**src/pkg/fsp_pkg.sv**
```systemverilog
package fsp_pkg;

  // ***************************************************************
  // Register offsets (byte addresses on AXI4-Lite)
  // ***************************************************************
  localparam logic [7:0] OFF_CTRL   = 8'h00;
  localparam logic [7:0] OFF_ADDR   = 8'h04;
  localparam logic [7:0] OFF_WDATA  = 8'h08;
  localparam logic [7:0] OFF_STATUS = 8'h0C;
  localparam logic [7:0] OFF_IRQ_ST = 8'h10;
  localparam logic [7:0] OFF_IRQ_MK = 8'h14;
  localparam logic [7:0] OFF_RDATA  = 8'h18;

  // ***************************************************************
  // Command codes written to the control register
  // ***************************************************************
  localparam logic [2:0] CMD_READ   = 3'h1;
  localparam logic [2:0] CMD_WRITE  = 3'h2;
  localparam logic [2:0] CMD_POLL   = 3'h3;
  localparam logic [2:0] CMD_ERASE  = 3'h4;

  // ***************************************************************
  // Flash status bit positions on the data bus
  // ***************************************************************
  localparam int POS_POLARITY = 7;
  localparam int POS_GTOGGLE  = 6;
  localparam int POS_TIMEOUT  = 5;
  localparam int POS_WINDOW   = 3;
  localparam int POS_STOGGLE  = 2;

  // ***************************************************************
  // Interrupt status bits
  // ***************************************************************
  localparam int IRQ_DONE = 0;
  localparam int IRQ_FAIL = 1;
  localparam int IRQ_REJ  = 2;

  localparam logic [31:0] RST_ZERO = 32'h0000_0000;

  // ***************************************************************
  // Bus cycle timing
  // ***************************************************************
  localparam int CLK_NS       = 50;
  localparam int T_CYCLE_NS   = 100;
  localparam int CYC_STROBE   = (T_CYCLE_NS + CLK_NS - 1) / CLK_NS;
  localparam int T_WINDOW_US  = 50;
  localparam int CYC_WINDOW   = (T_WINDOW_US * 1000) / CLK_NS;
  // Extra hold cycles after the strobe; the data bus floats once released
  localparam int CYC_HOLD     = 0;

  typedef enum logic [2:0] {
    ST_IDLE, ST_SETUP, ST_STROBE, ST_HOLD, ST_EVAL
  } fsp_bus_st_t;

  typedef enum logic [2:0] {
    OP_NONE, OP_READ, OP_WRITE, OP_POLL1, OP_POLL2, OP_RECHK, OP_PRE,
    OP_POST
  } fsp_op_t;

endpackage : fsp_pkg

```
**src/core/fsp_ctrl.sv**
```systemverilog
// Summary of operation
// - After failure, host writes reset command.
// - Skip window check only under 50 us.
// - Confirm acceptance by toggle before window; CMD_ERASE only reads the window bit.
// - Check window before and after command.
// - Status reads use address inside sector.
// - Two consecutive reads decide toggling.
// - Recheck toggle when timeout flag rises.
`timescale 1ns/100ps
`default_nettype none
module fsp_ctrl (
  // AXI4-Lite slave
  input  wire logic        aclk,
  input  wire logic        aresetn,
  input  wire logic [7:0]  s_awaddr,
  input  wire logic        s_awvalid,
  output logic             s_awready,
  input  wire logic [31:0] s_wdata,
  input  wire logic [3:0]  s_wstrb,
  input  wire logic        s_wvalid,
  output logic             s_wready,
  output logic [1:0]       s_bresp,
  output logic             s_bvalid,
  input  wire logic        s_bready,
  input  wire logic [7:0]  s_araddr,
  input  wire logic        s_arvalid,
  output logic             s_arready,
  output logic [31:0]      s_rdata,
  output logic [1:0]       s_rresp,
  output logic             s_rvalid,
  input  wire logic        s_rready,
  // Interrupt
  output logic             irq,
  // Flash pins
  output logic [19:0]      fl_addr,
  output logic             fl_ce_n,
  output logic             fl_oe_n,
  output logic             fl_we_n,
  output logic [15:0]      fl_dq_o,
  output logic             fl_dq_oe,
  input  wire logic [15:0] fl_dq_i,
  input  wire logic        ready_busy_out
);

  // ***************************************************************
  // Pin synchronisers
  // ***************************************************************
  logic [15:0] dq_s1_q, dq_s2_q, dq_s3_q;
  logic [2:0]  rb_q;
  logic        rb_st_q;
  always_ff @(posedge aclk) begin
    dq_s1_q <= fl_dq_i;
    dq_s2_q <= dq_s1_q;
    dq_s3_q <= dq_s2_q;
    rb_q    <= {rb_q[1:0], ready_busy_out};
  end
  always_ff @(posedge aclk) begin
    if (!aresetn) begin
      rb_st_q <= 1'b1;
    end else if (rb_q[1] == rb_q[2]) begin
      rb_st_q <= rb_q[2];
    end
  end
  wire flash_busy = !rb_st_q;

  // ***************************************************************
  // Registers and bus slave
  // ***************************************************************
  logic [19:0] addr_q;
  logic [15:0] wdata_q, rdata_q, first_q;
  logic [2:0]  cmd_q;
  logic [2:0]  ist_q, imk_q;
  logic        busy_q, fail_q, toggling_q, window_q, rej_q;
  logic        aw_q, w_q;
  logic [7:0]  awa_q;
  logic [31:0] wd_q;
  logic        bvalid_q, rvalid_q;
  logic [31:0] rdat_q;

  assign s_awready = !aw_q && !bvalid_q;
  assign s_wready  = !w_q && !bvalid_q;
  assign s_bvalid  = bvalid_q;
  assign s_bresp   = 2'b00;
  assign s_arready = !rvalid_q;
  assign s_rvalid  = rvalid_q;
  assign s_rdata   = rdat_q;
  assign s_rresp   = 2'b00;

  wire        wr_go   = aw_q && w_q && !bvalid_q;
  wire        rd_go   = s_arvalid && !rvalid_q;
  wire        cmd_hit = wr_go && awa_q == fsp_pkg::OFF_CTRL && !busy_q;
  wire [31:0] st_word = {26'h000_0000, rej_q, window_q, toggling_q,
                         fail_q, flash_busy, busy_q};
  wire [31:0] rd_mux  =
    (s_araddr == fsp_pkg::OFF_CTRL)   ? {29'h0000_0000, cmd_q} :
    (s_araddr == fsp_pkg::OFF_ADDR)   ? {12'h000, addr_q} :
    (s_araddr == fsp_pkg::OFF_WDATA)  ? {16'h0000, wdata_q} :
    (s_araddr == fsp_pkg::OFF_STATUS) ? st_word :
    (s_araddr == fsp_pkg::OFF_IRQ_ST) ? {29'h0000_0000, ist_q} :
    (s_araddr == fsp_pkg::OFF_IRQ_MK) ? {29'h0000_0000, imk_q} :
    (s_araddr == fsp_pkg::OFF_RDATA)  ? {16'h0000, rdata_q} :
    fsp_pkg::RST_ZERO;

  always_ff @(posedge aclk) begin
    if (!aresetn) begin
      aw_q     <= 1'b0;
      w_q      <= 1'b0;
      awa_q    <= 8'h00;
      wd_q     <= fsp_pkg::RST_ZERO;
      bvalid_q <= 1'b0;
      rvalid_q <= 1'b0;
      rdat_q   <= fsp_pkg::RST_ZERO;
    end else begin
      if (s_awvalid && s_awready) begin
        aw_q  <= 1'b1;
        awa_q <= s_awaddr;
      end
      if (s_wvalid && s_wready) begin
        w_q  <= 1'b1;
        wd_q <= s_wdata;
      end
      if (wr_go) begin
        aw_q     <= 1'b0;
        w_q      <= 1'b0;
        bvalid_q <= 1'b1;
      end else if (s_bready) begin
        bvalid_q <= 1'b0;
      end
      if (rd_go) begin
        rvalid_q <= 1'b1;
        rdat_q   <= rd_mux;
      end else if (s_rready) begin
        rvalid_q <= 1'b0;
      end
    end
  end

  // ***************************************************************
  // Flash bus sequencer
  // ***************************************************************
  fsp_pkg::fsp_bus_st_t st_q;
  fsp_pkg::fsp_op_t     op_q;
  logic [15:0]          tmr_q;
  logic                 ev_done, ev_fail, ev_rej;

  wire tmr_end = tmr_q == 16'h0000;
  wire is_wr   = op_q == fsp_pkg::OP_WRITE;
  wire tg_now  = dq_s3_q[fsp_pkg::POS_GTOGGLE];
  wire tg_diff = tg_now != first_q[fsp_pkg::POS_GTOGGLE];
  wire tmo_now = dq_s3_q[fsp_pkg::POS_TIMEOUT];
  wire win_now = dq_s3_q[fsp_pkg::POS_WINDOW];

  assign fl_addr  = addr_q;
  // Chip select stays low through hold so the write edge lands while selected
  assign fl_ce_n  = !(st_q == fsp_pkg::ST_SETUP ||
                      st_q == fsp_pkg::ST_STROBE ||
                      st_q == fsp_pkg::ST_HOLD);
  assign fl_oe_n  = !(st_q == fsp_pkg::ST_STROBE && !is_wr);
  assign fl_we_n  = !(st_q == fsp_pkg::ST_STROBE && is_wr);
  assign fl_dq_oe = is_wr && st_q != fsp_pkg::ST_IDLE;
  assign fl_dq_o  = wdata_q;

  always_ff @(posedge aclk) begin
    if (!aresetn) begin
      st_q       <= fsp_pkg::ST_IDLE;
      op_q       <= fsp_pkg::OP_NONE;
      tmr_q      <= 16'h0000;
      busy_q     <= 1'b0;
      cmd_q      <= 3'h0;
      addr_q     <= 20'h0_0000;
      wdata_q    <= 16'h0000;
      rdata_q    <= 16'h0000;
      first_q    <= 16'h0000;
      fail_q     <= 1'b0;
      toggling_q <= 1'b0;
      window_q   <= 1'b0;
      rej_q      <= 1'b0;
    end else begin
      if (wr_go && !busy_q && awa_q == fsp_pkg::OFF_ADDR) begin
        addr_q <= wd_q[19:0];
      end
      if (wr_go && !busy_q && awa_q == fsp_pkg::OFF_WDATA) begin
        wdata_q <= wd_q[15:0];
      end
      if (!tmr_end) begin
        tmr_q <= tmr_q - 16'h0001;
      end
      unique case (st_q)
        fsp_pkg::ST_IDLE: begin
          if (cmd_hit && wd_q[2:0] != 3'h0) begin
            busy_q <= 1'b1;
            cmd_q  <= wd_q[2:0];
            st_q   <= fsp_pkg::ST_SETUP;
            tmr_q  <= 16'(fsp_pkg::CYC_STROBE);
            unique case (wd_q[2:0])
              fsp_pkg::CMD_WRITE: op_q <= fsp_pkg::OP_WRITE;
              fsp_pkg::CMD_POLL:  op_q <= fsp_pkg::OP_POLL1;
              fsp_pkg::CMD_ERASE: op_q <= fsp_pkg::OP_PRE;
              default:            op_q <= fsp_pkg::OP_READ;
            endcase
          end
        end
        fsp_pkg::ST_SETUP: begin
          st_q  <= fsp_pkg::ST_STROBE;
          tmr_q <= 16'(fsp_pkg::CYC_STROBE);
        end
        fsp_pkg::ST_STROBE: begin
          if (tmr_end) begin
            st_q  <= fsp_pkg::ST_HOLD;
            tmr_q <= 16'(fsp_pkg::CYC_HOLD);
          end
        end
        fsp_pkg::ST_HOLD: begin
          // Sample while stages two and three still hold strobed data
          if (tmr_end) begin
            st_q <= fsp_pkg::ST_EVAL;
          end
        end
        default: begin
          rdata_q <= dq_s3_q;
          st_q    <= fsp_pkg::ST_SETUP;
          unique case (op_q)
            fsp_pkg::OP_POLL1: begin
              first_q <= dq_s3_q;
              op_q    <= fsp_pkg::OP_POLL2;
            end
            fsp_pkg::OP_POLL2: begin
              if (tg_diff && tmo_now) begin
                first_q <= dq_s3_q;
                op_q    <= fsp_pkg::OP_RECHK;
              end else begin
                toggling_q <= tg_diff;
                fail_q     <= 1'b0;
                op_q       <= fsp_pkg::OP_NONE;
                st_q       <= fsp_pkg::ST_IDLE;
              end
            end
            fsp_pkg::OP_RECHK: begin
              toggling_q <= tg_diff;
              fail_q     <= tg_diff;
              op_q       <= fsp_pkg::OP_NONE;
              st_q       <= fsp_pkg::ST_IDLE;
            end
            fsp_pkg::OP_PRE: begin
              window_q <= win_now;
              op_q     <= fsp_pkg::OP_WRITE;
            end
            fsp_pkg::OP_WRITE: begin
              if (cmd_q == fsp_pkg::CMD_ERASE) begin
                op_q <= fsp_pkg::OP_POST;
              end else begin
                op_q <= fsp_pkg::OP_NONE;
                st_q <= fsp_pkg::ST_IDLE;
              end
            end
            fsp_pkg::OP_POST: begin
              window_q <= win_now;
              rej_q    <= win_now;
              op_q     <= fsp_pkg::OP_NONE;
              st_q     <= fsp_pkg::ST_IDLE;
            end
            default: begin
              op_q <= fsp_pkg::OP_NONE;
              st_q <= fsp_pkg::ST_IDLE;
            end
          endcase
        end
      endcase
      if (st_q == fsp_pkg::ST_EVAL &&
          (op_q == fsp_pkg::OP_NONE || op_q == fsp_pkg::OP_READ ||
           (op_q == fsp_pkg::OP_WRITE && cmd_q != fsp_pkg::CMD_ERASE) ||
           op_q == fsp_pkg::OP_POST || op_q == fsp_pkg::OP_RECHK ||
           (op_q == fsp_pkg::OP_POLL2 && !(tg_diff && tmo_now)))) begin
        busy_q <= 1'b0;
      end
    end
  end

  // ***************************************************************
  // Interrupts
  // ***************************************************************
  wire last_eval = st_q == fsp_pkg::ST_EVAL && busy_q;
  assign ev_done = last_eval && (op_q == fsp_pkg::OP_POLL2 ||
                   op_q == fsp_pkg::OP_RECHK) && !tg_diff;
  assign ev_fail = last_eval && op_q == fsp_pkg::OP_RECHK && tg_diff;
  assign ev_rej  = last_eval && op_q == fsp_pkg::OP_POST && win_now;
  wire [2:0] ev_v   = {ev_rej, ev_fail, ev_done};
  wire       st_wr  = wr_go && awa_q == fsp_pkg::OFF_IRQ_ST;
  wire [2:0] clr_v  = st_wr ? wd_q[2:0] : 3'h0;

  always_ff @(posedge aclk) begin
    if (!aresetn) begin
      ist_q <= 3'h0;
      imk_q <= 3'h0;
    end else begin
      ist_q <= (ist_q & ~clr_v) | ev_v;
      if (wr_go && awa_q == fsp_pkg::OFF_IRQ_MK) begin
        imk_q <= wd_q[2:0];
      end
    end
  end
  assign irq = |(ist_q & imk_q);
endmodule : fsp_ctrl
`default_nettype wire

```
**config.mk**
```make
export PLATFORM = sky130hd
export DESIGN_NAME = fsp_ctrl
export DESIGN_NICKNAME = d
export VERILOG_FILES = /design/src/pkg/fsp_pkg.sv /design/src/core/fsp_ctrl.sv
export SDC_FILE = /design/constraint.sdc
export NUM_CORES = 1
export LEC_CHECK = 0
export ABC_AREA = 1
export BUFFER_PORTS_ARGS = -buffer_cell sky130_fd_sc_hd__buf_2
export CAP_MARGIN = 30
export CORE_UTILIZATION = 35
export CTS_BUF_LIST = sky130_fd_sc_hd__clkbuf_4
export DETAILED_ROUTE_END_ITERATION = 10
export PLACE_DENSITY = 0.53
export SLEW_MARGIN = 20
export SYNTH_ARGS = -nofsm -noshare
export SYNTH_HDL_FRONTEND = slang
export SYNTH_SLANG_ARGS = --single-unit
```
**constraint.sdc**
```tcl
create_clock -name aclk -period 1.55 [get_ports aclk]
set_clock_uncertainty 0.05 [all_clocks]
set_input_delay 0.31 -clock aclk [delete_from_list [all_inputs] [get_ports aclk]]
set_output_delay 0.31 -clock aclk [all_outputs]
set_load 0.005 [all_outputs]
```
==> results.md, run 1 <==
- run status: complete, but fails checks
- violations in the final reports: setup timing
- post-synthesis cell type count: 38
- number of buffers created by CTS: 17
- layout-stage area growth over the synthesis result: 40.3%
- total core area: 20500 sq um
- worst endpoint data arrival time: 1.54 ns
- worst path required time: 1.19 ns
- final instance area: 10400 sq um
- number of synthesized flops with an enable pin: 0
- Final Critical Period: 1.90 ns
- unrepaired setup endpoints after global routing: yes
- starting density of the core: 0.361
- Hold Crit Class: input port to register
- post-detailed-route via-to-cell ratio: 4.60
- async set or reset register ratio after synthesis: 0
- Total Die Area: 21700 sq um
- final antenna-violating net count: 0
- area leader, netlist: dfxtp_1
- Routability Congestion: 0.815
- adder-cell share of the synthesized area: 0.00507
- sum of negative setup slack: -2.26 ns
- cell types with the largest area share after synthesis: dfxtp_1 (52%), o21ai_0 (8.0%), nor2_1 (7.5%)
- most frequently used cell type in the post-synthesis netlist: dfxtp_1
- remaining routing DRC violations: 0
- antenna violations before repair: 1
- violation count after the first detailed-route iteration: 333
- slack of the critical path: -0.355 ns
- vias in the first global route: 6101
- static leakage: 4.54 nW
- maximum resistive drop on vdd: 668 uV
- fraction of the mapped netlist area in simple logic gates: 0.212
- routed vias: 6753
- detailed placement HPWL: 14.4 mm
- average detailed-routed wire length per instance: 13.9 um
- main combinational cell family by area after synthesis: simple AND/OR/NAND/NOR gates
- post-synthesis instance total: 930
- insertion delay to the later sink of the worst-skew pair: 0.59 ns
- fin nets: 1263
- Max Fanout on Critical Path: 3
- leading post-synthesis cells by instance count: dfxtp_1 (193), nor2_1 (148), o21ai_0 (118)
- Maximum Capacitance Violations: 0
- number of ports placed on the die boundary: 158
- Worst Hold Path Cells: 3
- post-synthesis xor/xnor area fraction: 0.0154
- number of buffers on the longest clock path: 2
- power density relative to cell area: 1310 nW/um^2
- total cell area at the placement stage: 8810 sq um
- Syn Area/Cell: 7.96 sq um
- count of H-tree levels built during CTS: 4
- R2R cell count: 9
- Post-synth top flop: dfxtp_1
- number of hold-slack violations in the final timing report: 0
- register area share after synthesis: 0.522
- gr ovfl total: 0
- die height: 147 um
- portion of the clock cycle consumed by the worst path in the final layout: 1.23
- final wirelength: 20.4 mm
- capturing element type of the critical path: output pin
- flip-flop and latch count after synthesis: 193
- CP Class: register to output pin
- total of endpoints with negative setup slack in the final report: 24
- row cnt: 52
- total standard cell area after synthesis: 7400 sq um
- final slew viol count: 0
- clock sink count: 193
- clock slew seen by the registers of the worst setup and hold paths: 0.17 ns
- IO buf count: 125
- First-pass DRT Iterations: 5
- wire length of the first global-routing pass: 31.7 mm
- Worst R2R Start: aw_q
- mux share of post-synthesis cell area: 0
- overall fraction of global-route tracks in use: 0.186
- YS warnings: 0
- layout cells sized above 1: 0.341
- Worst Min Path Start: aresetn
- clock tree from TritonCTS: done
- library cell used as clock root buffer: clkbuf_4
- Reg2Reg Capture Point: tmr_q[4]
- Worst Hold Endpoint: tmr_q[1]
- share of the core filled with cells in the final layout: 0.507
- highest clock rate: 525 MHz
- die width: 147 um
- area fraction in compound gates after synthesis: 0.158
- critical path startpoint category: register
- largest net degree at the start of global routing: 55
- area share of the largest cell type after synthesis: 0.522
- r2r setup slk: -0.08 ns
-- worst max path at each step --
stage / startpoint / end / slack (ns)
2_1_floorplan: tmr_q[0] / tmr_q[13] / 0.08
3_3_place_gp: s_araddr[6] / s_rdata[3] / -0.07
3_5_place_dp: s_araddr[0] / s_rdata[3] / -0.08
4_1_cts: st_q[0] / fl_we_n / -0.40
5_1_grt: st_q[0] / fl_ce_n / -0.43
6_report: st_q[0] / fl_ce_n / -0.35
-- area by class of cell --
class	instances	area [sq um]
Clock buffer	17	128
Timing Repair Buffer	273	2090
Tap cell	270	338
Clock inverter	15	215
Antenna cell	1	2.50
Sequential cell	193	3910
Multi-Input combinational cell	602	3330
Inverter	97	372
Fill cell	2012	10100
-- critical path, cell delays in order, from the launching register on --
cell and delay [ns]:
dfxtp_2 0.37, nor2_2 0.18, buf_4 0.15, inv_1 0.07
nand2_2 0.09, buf_2 0.11
-- per-layer routing --
metal | vias up | wire (um) | GRT usage | part of all wire
met5 | - | 0 | 0 | 0
met4 | 0 | 176 | 0.0510 | 0.0086
met3 | 11 | 748 | 0.0290 | 0.037
met2 | 157 | 8870 | 0.276 | 0.43
met1 | 3067 | 10600 | 0.276 | 0.52
li1 | 3518 | - | - | -
-- timing repair --
action	CTS	global route
gates resized for setup	40	145
setup endpoints to repair	11	72
hold endpoints to repair	47	0
hold buffers	47	0
pin swaps	8	29
setup buffers	11	13
cloned	0	3
-- report_power, final --
part	switching (W)	leakage, nW	internal, W
Clock	0.00201	0.174	0.000933
Sequential	0.000293	1.60	0.00539
Combinational	0.00262	2.77	0.00235
Total	0.00492	4.54	0.00867
-- stage by stage --
stage	hold slack [ns]	setup WS, ns	cells	power [W]
finish	0.0722	-0.355	1468	0.0136
detailed placement	0.262	-0.0810	1362	0.00959
floorplan	0.260	0.0843	945	0.00815
global placement	0.262	-0.0652	1362	0.00956
CTS	0.0227	-0.397	1452	0.0129
global route	0.0589	-0.431	1468	0.0145
-- placed cells by master, fill, tap and decap left out, types with 16 or more instances in the layout --
| master | Yosys | final |
|---|---|---|
| buf_6 | 1 | 16 |
| o21ai_0 | 118 | 85 |
| inv_1 | 87 | 80 |
| nand2_1 | 91 | 76 |
| dfxtp_2 | 0 | 31 |
| dfxtp_1 | 193 | 160 |
| buf_2 | 8 | 122 |
| conb_1 | 1 | 16 |
| nand3_1 | 50 | 44 |
| o21ai_1 | 8 | 25 |
| buf_4 | 16 | 76 |
| nor2_2 | 15 | 20 |
| clkbuf_4 | 0 | 17 |
| a21oi_1 | 86 | 82 |
| dlygate4sd3_1 | 0 | 47 |
| nor2_1 | 148 | 133 |
-- cell families after synthesis --
group / Yosys count
simple gates: 345
compound gates: 225
flops: 193
buf+inv: 150
xor+xnor: 13
fa+ha+maj: 3
other cells: 1
(Power assumes the default switching activity.)
==> run 2, diff against run 1 <==
--- a/config.mk
+++ b/config.mk
@@ -5,13 +5,12 @@
 export SDC_FILE = /design/constraint.sdc
 export NUM_CORES = 1
 export LEC_CHECK = 0
-export ABC_AREA = 1
 export BUFFER_PORTS_ARGS = -buffer_cell sky130_fd_sc_hd__buf_2
 export CAP_MARGIN = 30
 export CORE_UTILIZATION = 35
 export CTS_BUF_LIST = sky130_fd_sc_hd__clkbuf_4
 export DETAILED_ROUTE_END_ITERATION = 10
-export PLACE_DENSITY = 0.53
+export PLACE_DENSITY = 0.54
 export SLEW_MARGIN = 20
 export SYNTH_ARGS = -nofsm -noshare
 export SYNTH_HDL_FRONTEND = slang
==> run 2 against run 1 <==
  * The flow still finishes with violations (setup timing)
  * Count of clock-buffer cells in the layout did not move
  * Clock power fell by 2%
  * Synthesized area fell by 2.5%
  * Cell count fell by 10%
  * Total power fell by 18%
  * Sequential share of layout area rose by 1.0 points
  * First-iteration DRC count fell by 21%
  * Hold slack barely moved
  * Sequential power fell by 4.6%
  * Global-route usage rose by 0.19 points
  * Synthesized cell count fell by 17%
  * Critical path depth fell by 1
  * Largest cell class unchanged
==> results.md, run 2 <==
- insertion delay to the later sink of the worst-skew pair: 0.59 ns, about the same
- Max transition margin: 0.603
- share of the core filled with cells in the final layout: 0.503, -0.00369
- antenna violations before repair: 1, unchanged
- commonest non-fill, non-tap cell in the layout: dfxtp_1
- register area share after synthesis: 0.535, +0.0133
- static leakage: 4.49 nW, -1.0%
- flip-flop and latch count after synthesis: 193, unchanged
- post-synthesis cell type count: 60, +58%
- number of synthesized flops with an enable pin: 0, unchanged
- critical path startpoint category: register
- leading post-synthesis cells by instance count: dfxtp_1 (193), nor2_1 (110), nand2_1 (83)
- wire length of the first global-routing pass: 31.4 mm, -1.1%
- final instance count without filler cells: 1320, -10%
- final wirelength: 19.5 mm, -4.6%
- number of buffers created by CTS: 17, unchanged
- Final Critical Period: 2.08 ns, +0.176 ns
- library cell used as clock root buffer: clkbuf_4
- transition time of the tightest slew-check pin: 0.581 ns
- top library cells by usage in the layout, fill and taps aside: dfxtp_1 (139), buf_2 (116), nor2_1 (97)
- dpl ws: -0.477 ns, -0.396 ns
- number of hold-slack violations in the final timing report: 0, unchanged
- total standard cell area after synthesis: 7220 sq um, -2.5%
- fin nets: 1115, -12%
- worst endpoint data arrival time: 1.72 ns, +0.18 ns
- final slew viol count: 0, unchanged
- clock slew seen by the registers of the worst setup and hold paths: 0.18 ns, about the same
- violation count after the first detailed-route iteration: 262, -21%
- highest clock rate: 481 MHz, -8.5%
- power density relative to cell area: 1090 nW/um^2, -17%
- total core area: 20200 sq um, -1.3%
- total of endpoints with negative setup slack in the final report: 76, +220%
- largest net degree at the start of global routing: 55, unchanged
- First-pass DRT Iterations: 4, -1
- final antenna-violating net count: 0, unchanged
- die width: 146 um, -1.2%
- area share of the largest cell type after synthesis: 0.535, +0.0133
- cell types with the largest area share after synthesis: dfxtp_1 (54%), mux2i_1 (8.5%), nor2_1 (5.7%)
- detailed placement HPWL: 13.2 mm, -8.0%
- violations in the final reports: setup timing
- run status: complete, but fails checks
- Post-synth top flop: dfxtp_1
- worst path required time: 1.19 ns, about the same
- number of buffers on the longest clock path: 2, unchanged
- capturing element type of the critical path: output pin
- layout cells sized above 1: 0.367, +0.0262
- YS warnings: 0, unchanged
- remaining routing DRC violations: 0, unchanged
- clock tree from TritonCTS: done
- post-synthesis instance total: 769, -17%
- row cnt: 52, unchanged
- count of H-tree levels built during CTS: 4, unchanged
- unrepaired setup endpoints after global routing: yes
- Post-Place Cells: 1221, -10%
- CP Class: register to output pin
- maximum resistive drop on vdd: 659 uV, -1.3%
- gr ovfl total: 0, unchanged
- layout-stage area growth over the synthesis result: 41.0%
- async set or reset register ratio after synthesis: 0, unchanged
- overall fraction of global-route tracks in use: 0.187, +0.00194
- Max Fanout on Critical Path: 2, -1
- average detailed-routed wire length per instance: 14.7 um, +6.1%
- routed vias: 6199, -8.2%
- number of ports placed on the die boundary: 158, unchanged
- final instance area: 10200 sq um, -2.0%
- Maximum Capacitance Violations: 0, unchanged
- Hold Crit Class: input port to register
- final hold slack: 0.0723 ns, +0.0000675 ns
- total cell area at the placement stage: 8850 sq um, +0.53%
- Routability Congestion: 0.805, -1.3%
- slack of the critical path: -0.531 ns, -0.176 ns
- post-detailed-route via-to-cell ratio: 4.70, +2.1%
- vias in the first global route: 6157, +0.92%
- portion of the clock cycle consumed by the worst path in the final layout: 1.34, +0.114
- Syn Area/Cell: 9.39 sq um, +18%
- area leader, netlist: dfxtp_1
- most frequently used cell type in the post-synthesis netlist: dfxtp_1
- clock sink count: 193, unchanged
- starting density of the core: 0.357, -0.00444
- IO buf count: 125, unchanged
- Total Die Area: 21200 sq um, -2.4%
- die height: 146 um, -1.2%
run 2: cell types whose count changed after synthesis, sizes merged, moves of 10 or more:
| cell | previous run | this run |
|---|---|---|
| o21ai | 127 | 15 |
| inv | 94 | 19 |
| mux2i | 0 | 61 |
| nor2 | 168 | 110 |
| nand3 | 52 | 10 |
| a21oi | 86 | 63 |
| a22oi | 0 | 16 |
| nand2 | 98 | 83 |
| a22o | 0 | 10 |
run 2: through the flow:
stage | setup TNS [ns] | total power (W)
after floorplan | -12.42 | 0.00698
after global placement | -22.04 | 0.00798
after detailed placement | -24.13 | 0.00799
after CTS | -25.59 | 0.0111
after global routing | -31.27 | 0.0118
final | -24.52 | 0.0111
run 2: per-layer routing:
metal,track usage,share of wire,up-vias
li1,-,-,3153
met5,0,0,-
met1,0.232,0.45,2913
met2,0.311,0.47,128
met3,0.0646,0.067,5
met4,0.0463,0.0059,0
run 2: path summary, 6_finish.rpt:
path                                 start    endpoint  slack [ns]  depth (start not counted)
worst max-delay path               op_q[0]     fl_we_n       -0.53                          4
worst min register to register  dq_s2_q[0]  dq_s3_q[0]        0.29                          0
worst min-delay path               aresetn    ist_q[1]        0.07                          3
worst max register to register    awa_q[5]     op_q[2]       -0.48                          6
run 2: power breakdown:
group | switching [W] | total, W | internal [W]
Clock | 0.00208 | 0.00288 | 0.000796
Combinational | 0.00127 | 0.00279 | 0.00152
Sequential | 0.000170 | 0.00542 | 0.00525
Total | 0.00352 | 0.0111 | 0.00757
run 2: cell type report:
cell class	count	area (sq um)
inverter	19	72.6
timing repair buffer	291	2200
antenna	1	2.50
fill	1918	10100
sequential	193	3940
tap	270	338
clock buffer	17	128
multi-input combinational	514	3290
clock inverter	15	200
run 2: repair_timing:
action                                  in CTS  in global routing
pin swaps                                   40                 18
hold buffers                                47                  0
resized for setup                           79                 52
setup buffers                               13                 11
gates cloned                                 3                  0
endpoints found under the hold margin       47                  0
endpoints found under the setup margin      93                108
run 2: cell families after synthesis:
logic type | synth area share
other cells | 0.000520
compound gates | 0.123
mux | 0.0908
simple gates | 0.178
flops | 0.535
fa+ha+maj | 0.00520
xor+xnor | 0.0158
buf+inv | 0.0513
run 2: critical path, stage by stage (launching register included):
cell and delay, ns:
dfxtp_2 0.35, nand2b_4 0.13, or2_4 0.22, or3_1 0.31, buf_2 0.13
==> run 3, diff against run 2 <==
--- a/config.mk
+++ b/config.mk
@@ -10,8 +10,8 @@
 export CORE_UTILIZATION = 35
 export CTS_BUF_LIST = sky130_fd_sc_hd__clkbuf_4
 export DETAILED_ROUTE_END_ITERATION = 10
-export PLACE_DENSITY = 0.54
-export SLEW_MARGIN = 20
+export PLACE_DENSITY = 0.65
+export SLEW_MARGIN = 30
 export SYNTH_ARGS = -nofsm -noshare
 export SYNTH_HDL_FRONTEND = slang
 export SYNTH_SLANG_ARGS = --single-unit
==> run 3 against run 2 <==
  * The flow still finishes with violations (setup timing)
  * Cell count up 0.45%
  * Flip-flop and latch count unchanged
  * Sequential power about the same
  * Register-to-register slack better by 0.04 ns
  * Largest cell class unchanged
==> results.md, run 3 (synthesis gave the netlist of run 2 again) <==
- row cnt: 52, unchanged
- Hold Crit Class: input port to register
- r2r setup slk: -0.44 ns, +0.04 ns
- largest net degree at the start of global routing: 25, -55%
- final hold slack: 0.0540 ns, -0.0182 ns
- remaining routing DRC violations: 0, unchanged
- layout cells sized above 1: 0.393, +0.0263
- worst endpoint data arrival time: 1.76 ns, +0.04 ns
- final wirelength: 19.9 mm, +2.5%
- antenna violations before repair: 1, unchanged
- worst path required time: 1.19 ns, about the same
- gr ovfl total: 0, unchanged
- fin nets: 1121, +0.54%
- starting density of the core: 0.357, unchanged
- layout-stage area growth over the synthesis result: 44.1%
- number of buffer and inverter instances along the worst setup path: 1, unchanged
- number of hold-slack violations in the final timing report: 0, unchanged
- Total Die Area: 21200 sq um, unchanged
- overall fraction of global-route tracks in use: 0.187, -0.000814
- First-pass DRT Iterations: 5, +1
- wire length of the first global-routing pass: 31.0 mm, -1.1%
- power density relative to cell area: 1080 nW/um^2, -0.45%
- clock sink count: 193, unchanged
- total of endpoints with negative setup slack in the final report: 76, unchanged
- Max transition margin: 0.563, -0.0397
- fillcell total: 1859, -3.1%
- Post-Place Cells: 1217, -0.33%
- number of buffers created by CTS: 17, unchanged
- number of ports placed on the die boundary: 158, unchanged
- maximum resistive drop on vdd: 833 uV, +26%
- Maximum Capacitance Violations: 0, unchanged
- total core area: 20200 sq um, unchanged
- Worst R2R Start: s_bvalid
- cell-by-cell trace of the critical path: nand2b_4 -> or2_4 -> or3_1 -> buf_2
- combined area of the multi-input logic cells: 3350 sq um, +1.8%
- routed vias: 6404, +3.3%
- transition time of the tightest slew-check pin: 0.639 ns, +0.0581 ns
- detailed placement HPWL: 13.2 mm, -0.42%
- post-detailed-route via-to-cell ratio: 4.83, +2.8%
- clock tree from TritonCTS: done
- critical path startpoint category: register
- final slew viol count: 0, unchanged
- unrepaired setup endpoints after global routing: yes
- top library cells by usage in the layout, fill and taps aside: dfxtp_1 (126), buf_2 (111), buf_4 (102)
- die width: 146 um, unchanged
- violation count after the first detailed-route iteration: 364, +39%
- library cell used as clock root buffer: clkbuf_4
- clock slew seen by the registers of the worst setup and hold paths: 0.19 ns, about the same
- static leakage: 4.58 nW, +1.8%
- die height: 146 um, unchanged
- commonest non-fill, non-tap cell in the layout: dfxtp_1
- violations in the final reports: setup timing
- Reg2Reg Capture Point: op_q[2]
- Worst Min Path Start: s_arvalid
- slack of the critical path: -0.567 ns, -0.0355 ns
- capturing element type of the critical path: output pin
- highest clock rate: 472 MHz, -1.7%
- cell family contributing the most delay on the critical path: simple AND/OR/NAND/NOR gates
- run status: complete, but fails checks
- count of H-tree levels built during CTS: 4, unchanged
- Crit-path slowest cell: dfxtp_2
- Final Critical Period: 2.12 ns, +0.0355 ns
- average detailed-routed wire length per instance: 15.0 um, +2.0%
- insertion delay to the later sink of the worst-skew pair: 0.62 ns, +0.03 ns
- vias in the first global route: 6085, -1.2%
- CP Class: register to output pin
- final instance count without filler cells: 1326, +0.45%
- IO buf count: 125, unchanged
- Worst Hold Endpoint: s_rdata[2]
- area taken by flip-flops and latches: 3960 sq um, +0.48%
- final antenna-violating net count: 0, unchanged
- Worst Hold Path Cells: 4, +1
- stage delay of the slowest cell on the critical path: 0.36 ns, about the same
- Routability Congestion: 0.835, +3.7%
- Max Fanout on Critical Path: 2, unchanged
- R2R cell count: 5, -1
- number of buffers on the longest clock path: 2, unchanged
- portion of the clock cycle consumed by the worst path in the final layout: 1.37, +0.0229
run 3: cell types whose count changed in the layout (fill, tap and decap cells not counted), sizes merged:
cell / previous run / this run
buf: 244 / 249
clkinv: 9 / 6
clkinvlp: 1 / 0
dlygate4sd3: 47 / 48
inv: 24 / 28
run 3: report_power, final:
| part | switching, W | internal, W |
|---|---|---|
| combinational | 0.00131 | 0.00147 |
| clock | 0.00221 | 0.000875 |
| sequential | 0.000166 | 0.00525 |
| total | 0.00368 | 0.00760 |
run 3: layer usage:
metal / share of wire / wire [um] / global-route usage
met5: 0 / 0 / 0
met4: 0.018 / 352 / 0.0584
met3: 0.070 / 1400 / 0.0649
met2: 0.48 / 9620 / 0.309
met1: 0.43 / 8570 / 0.227
run 3: timing repair:
item | CTS | global route
gates resized for setup | 69 | 98
endpoints found under the setup margin | 89 | 155
pin swaps | 33 | 19
buffers inserted | 12 | 20
hold buffers | 48 | 0
cloned | 3 | 0
endpoints found under the hold margin | 48 | 0
run 3: layout make-up:
class | count | share of cell area
Timing Repair Buffer | 297 | 0.223
Clock inverter | 15 | 0.0218
Antenna cell | 1 | 0.000241
Sequential cell | 193 | 0.381
Inverter | 19 | 0.00722
Tap cell | 270 | 0.0325
Clock buffer | 17 | 0.0123
Multi-Input combinational cell | 514 | 0.322
run 3: tightest hold or removal path: cells and delay by family:
family / cells / cell delay, ns
compound gates: 1 / 0.06
simple gates: 2 / 0.23
buf+inv: 1 / 0.09
run 3: metrics by stage:
| stage | area (sq um) | worst slack, ns | TNS (ns) | power (W) | util |
|---|---|---|---|---|---|
| floorplan | 7380 | -0.445 | -12.42 | 0.00698 | - |
| global placement | 8850 | -0.429 | -19.94 | 0.00785 | 0.437 |
| detailed placement | 8850 | -0.447 | -21.27 | 0.00788 | 0.437 |
| CTS | 10000 | -0.601 | -25.73 | 0.0112 | 0.496 |
| global route | 10400 | -0.666 | -29.34 | 0.0119 | 0.514 |
| finish | 10400 | -0.567 | -24.28 | 0.0113 | 0.514 |
run 3: worst max-delay path by stage:
stage | from | end | slack, ns | cells past startpoint
finish | op_q[0] | fl_we_n | -0.57 | 4
global route | op_q[0] | fl_we_n | -0.67 | 4
CTS | op_q[0] | fl_we_n | -0.60 | 4
detailed placement | tmr_q[1] | tmr_q[14] | -0.45 | 8
global placement | awa_q[6] | cmd_q[2] | -0.43 | 5
floorplan | tmr_q[1] | tmr_q[13] | -0.44 | 8
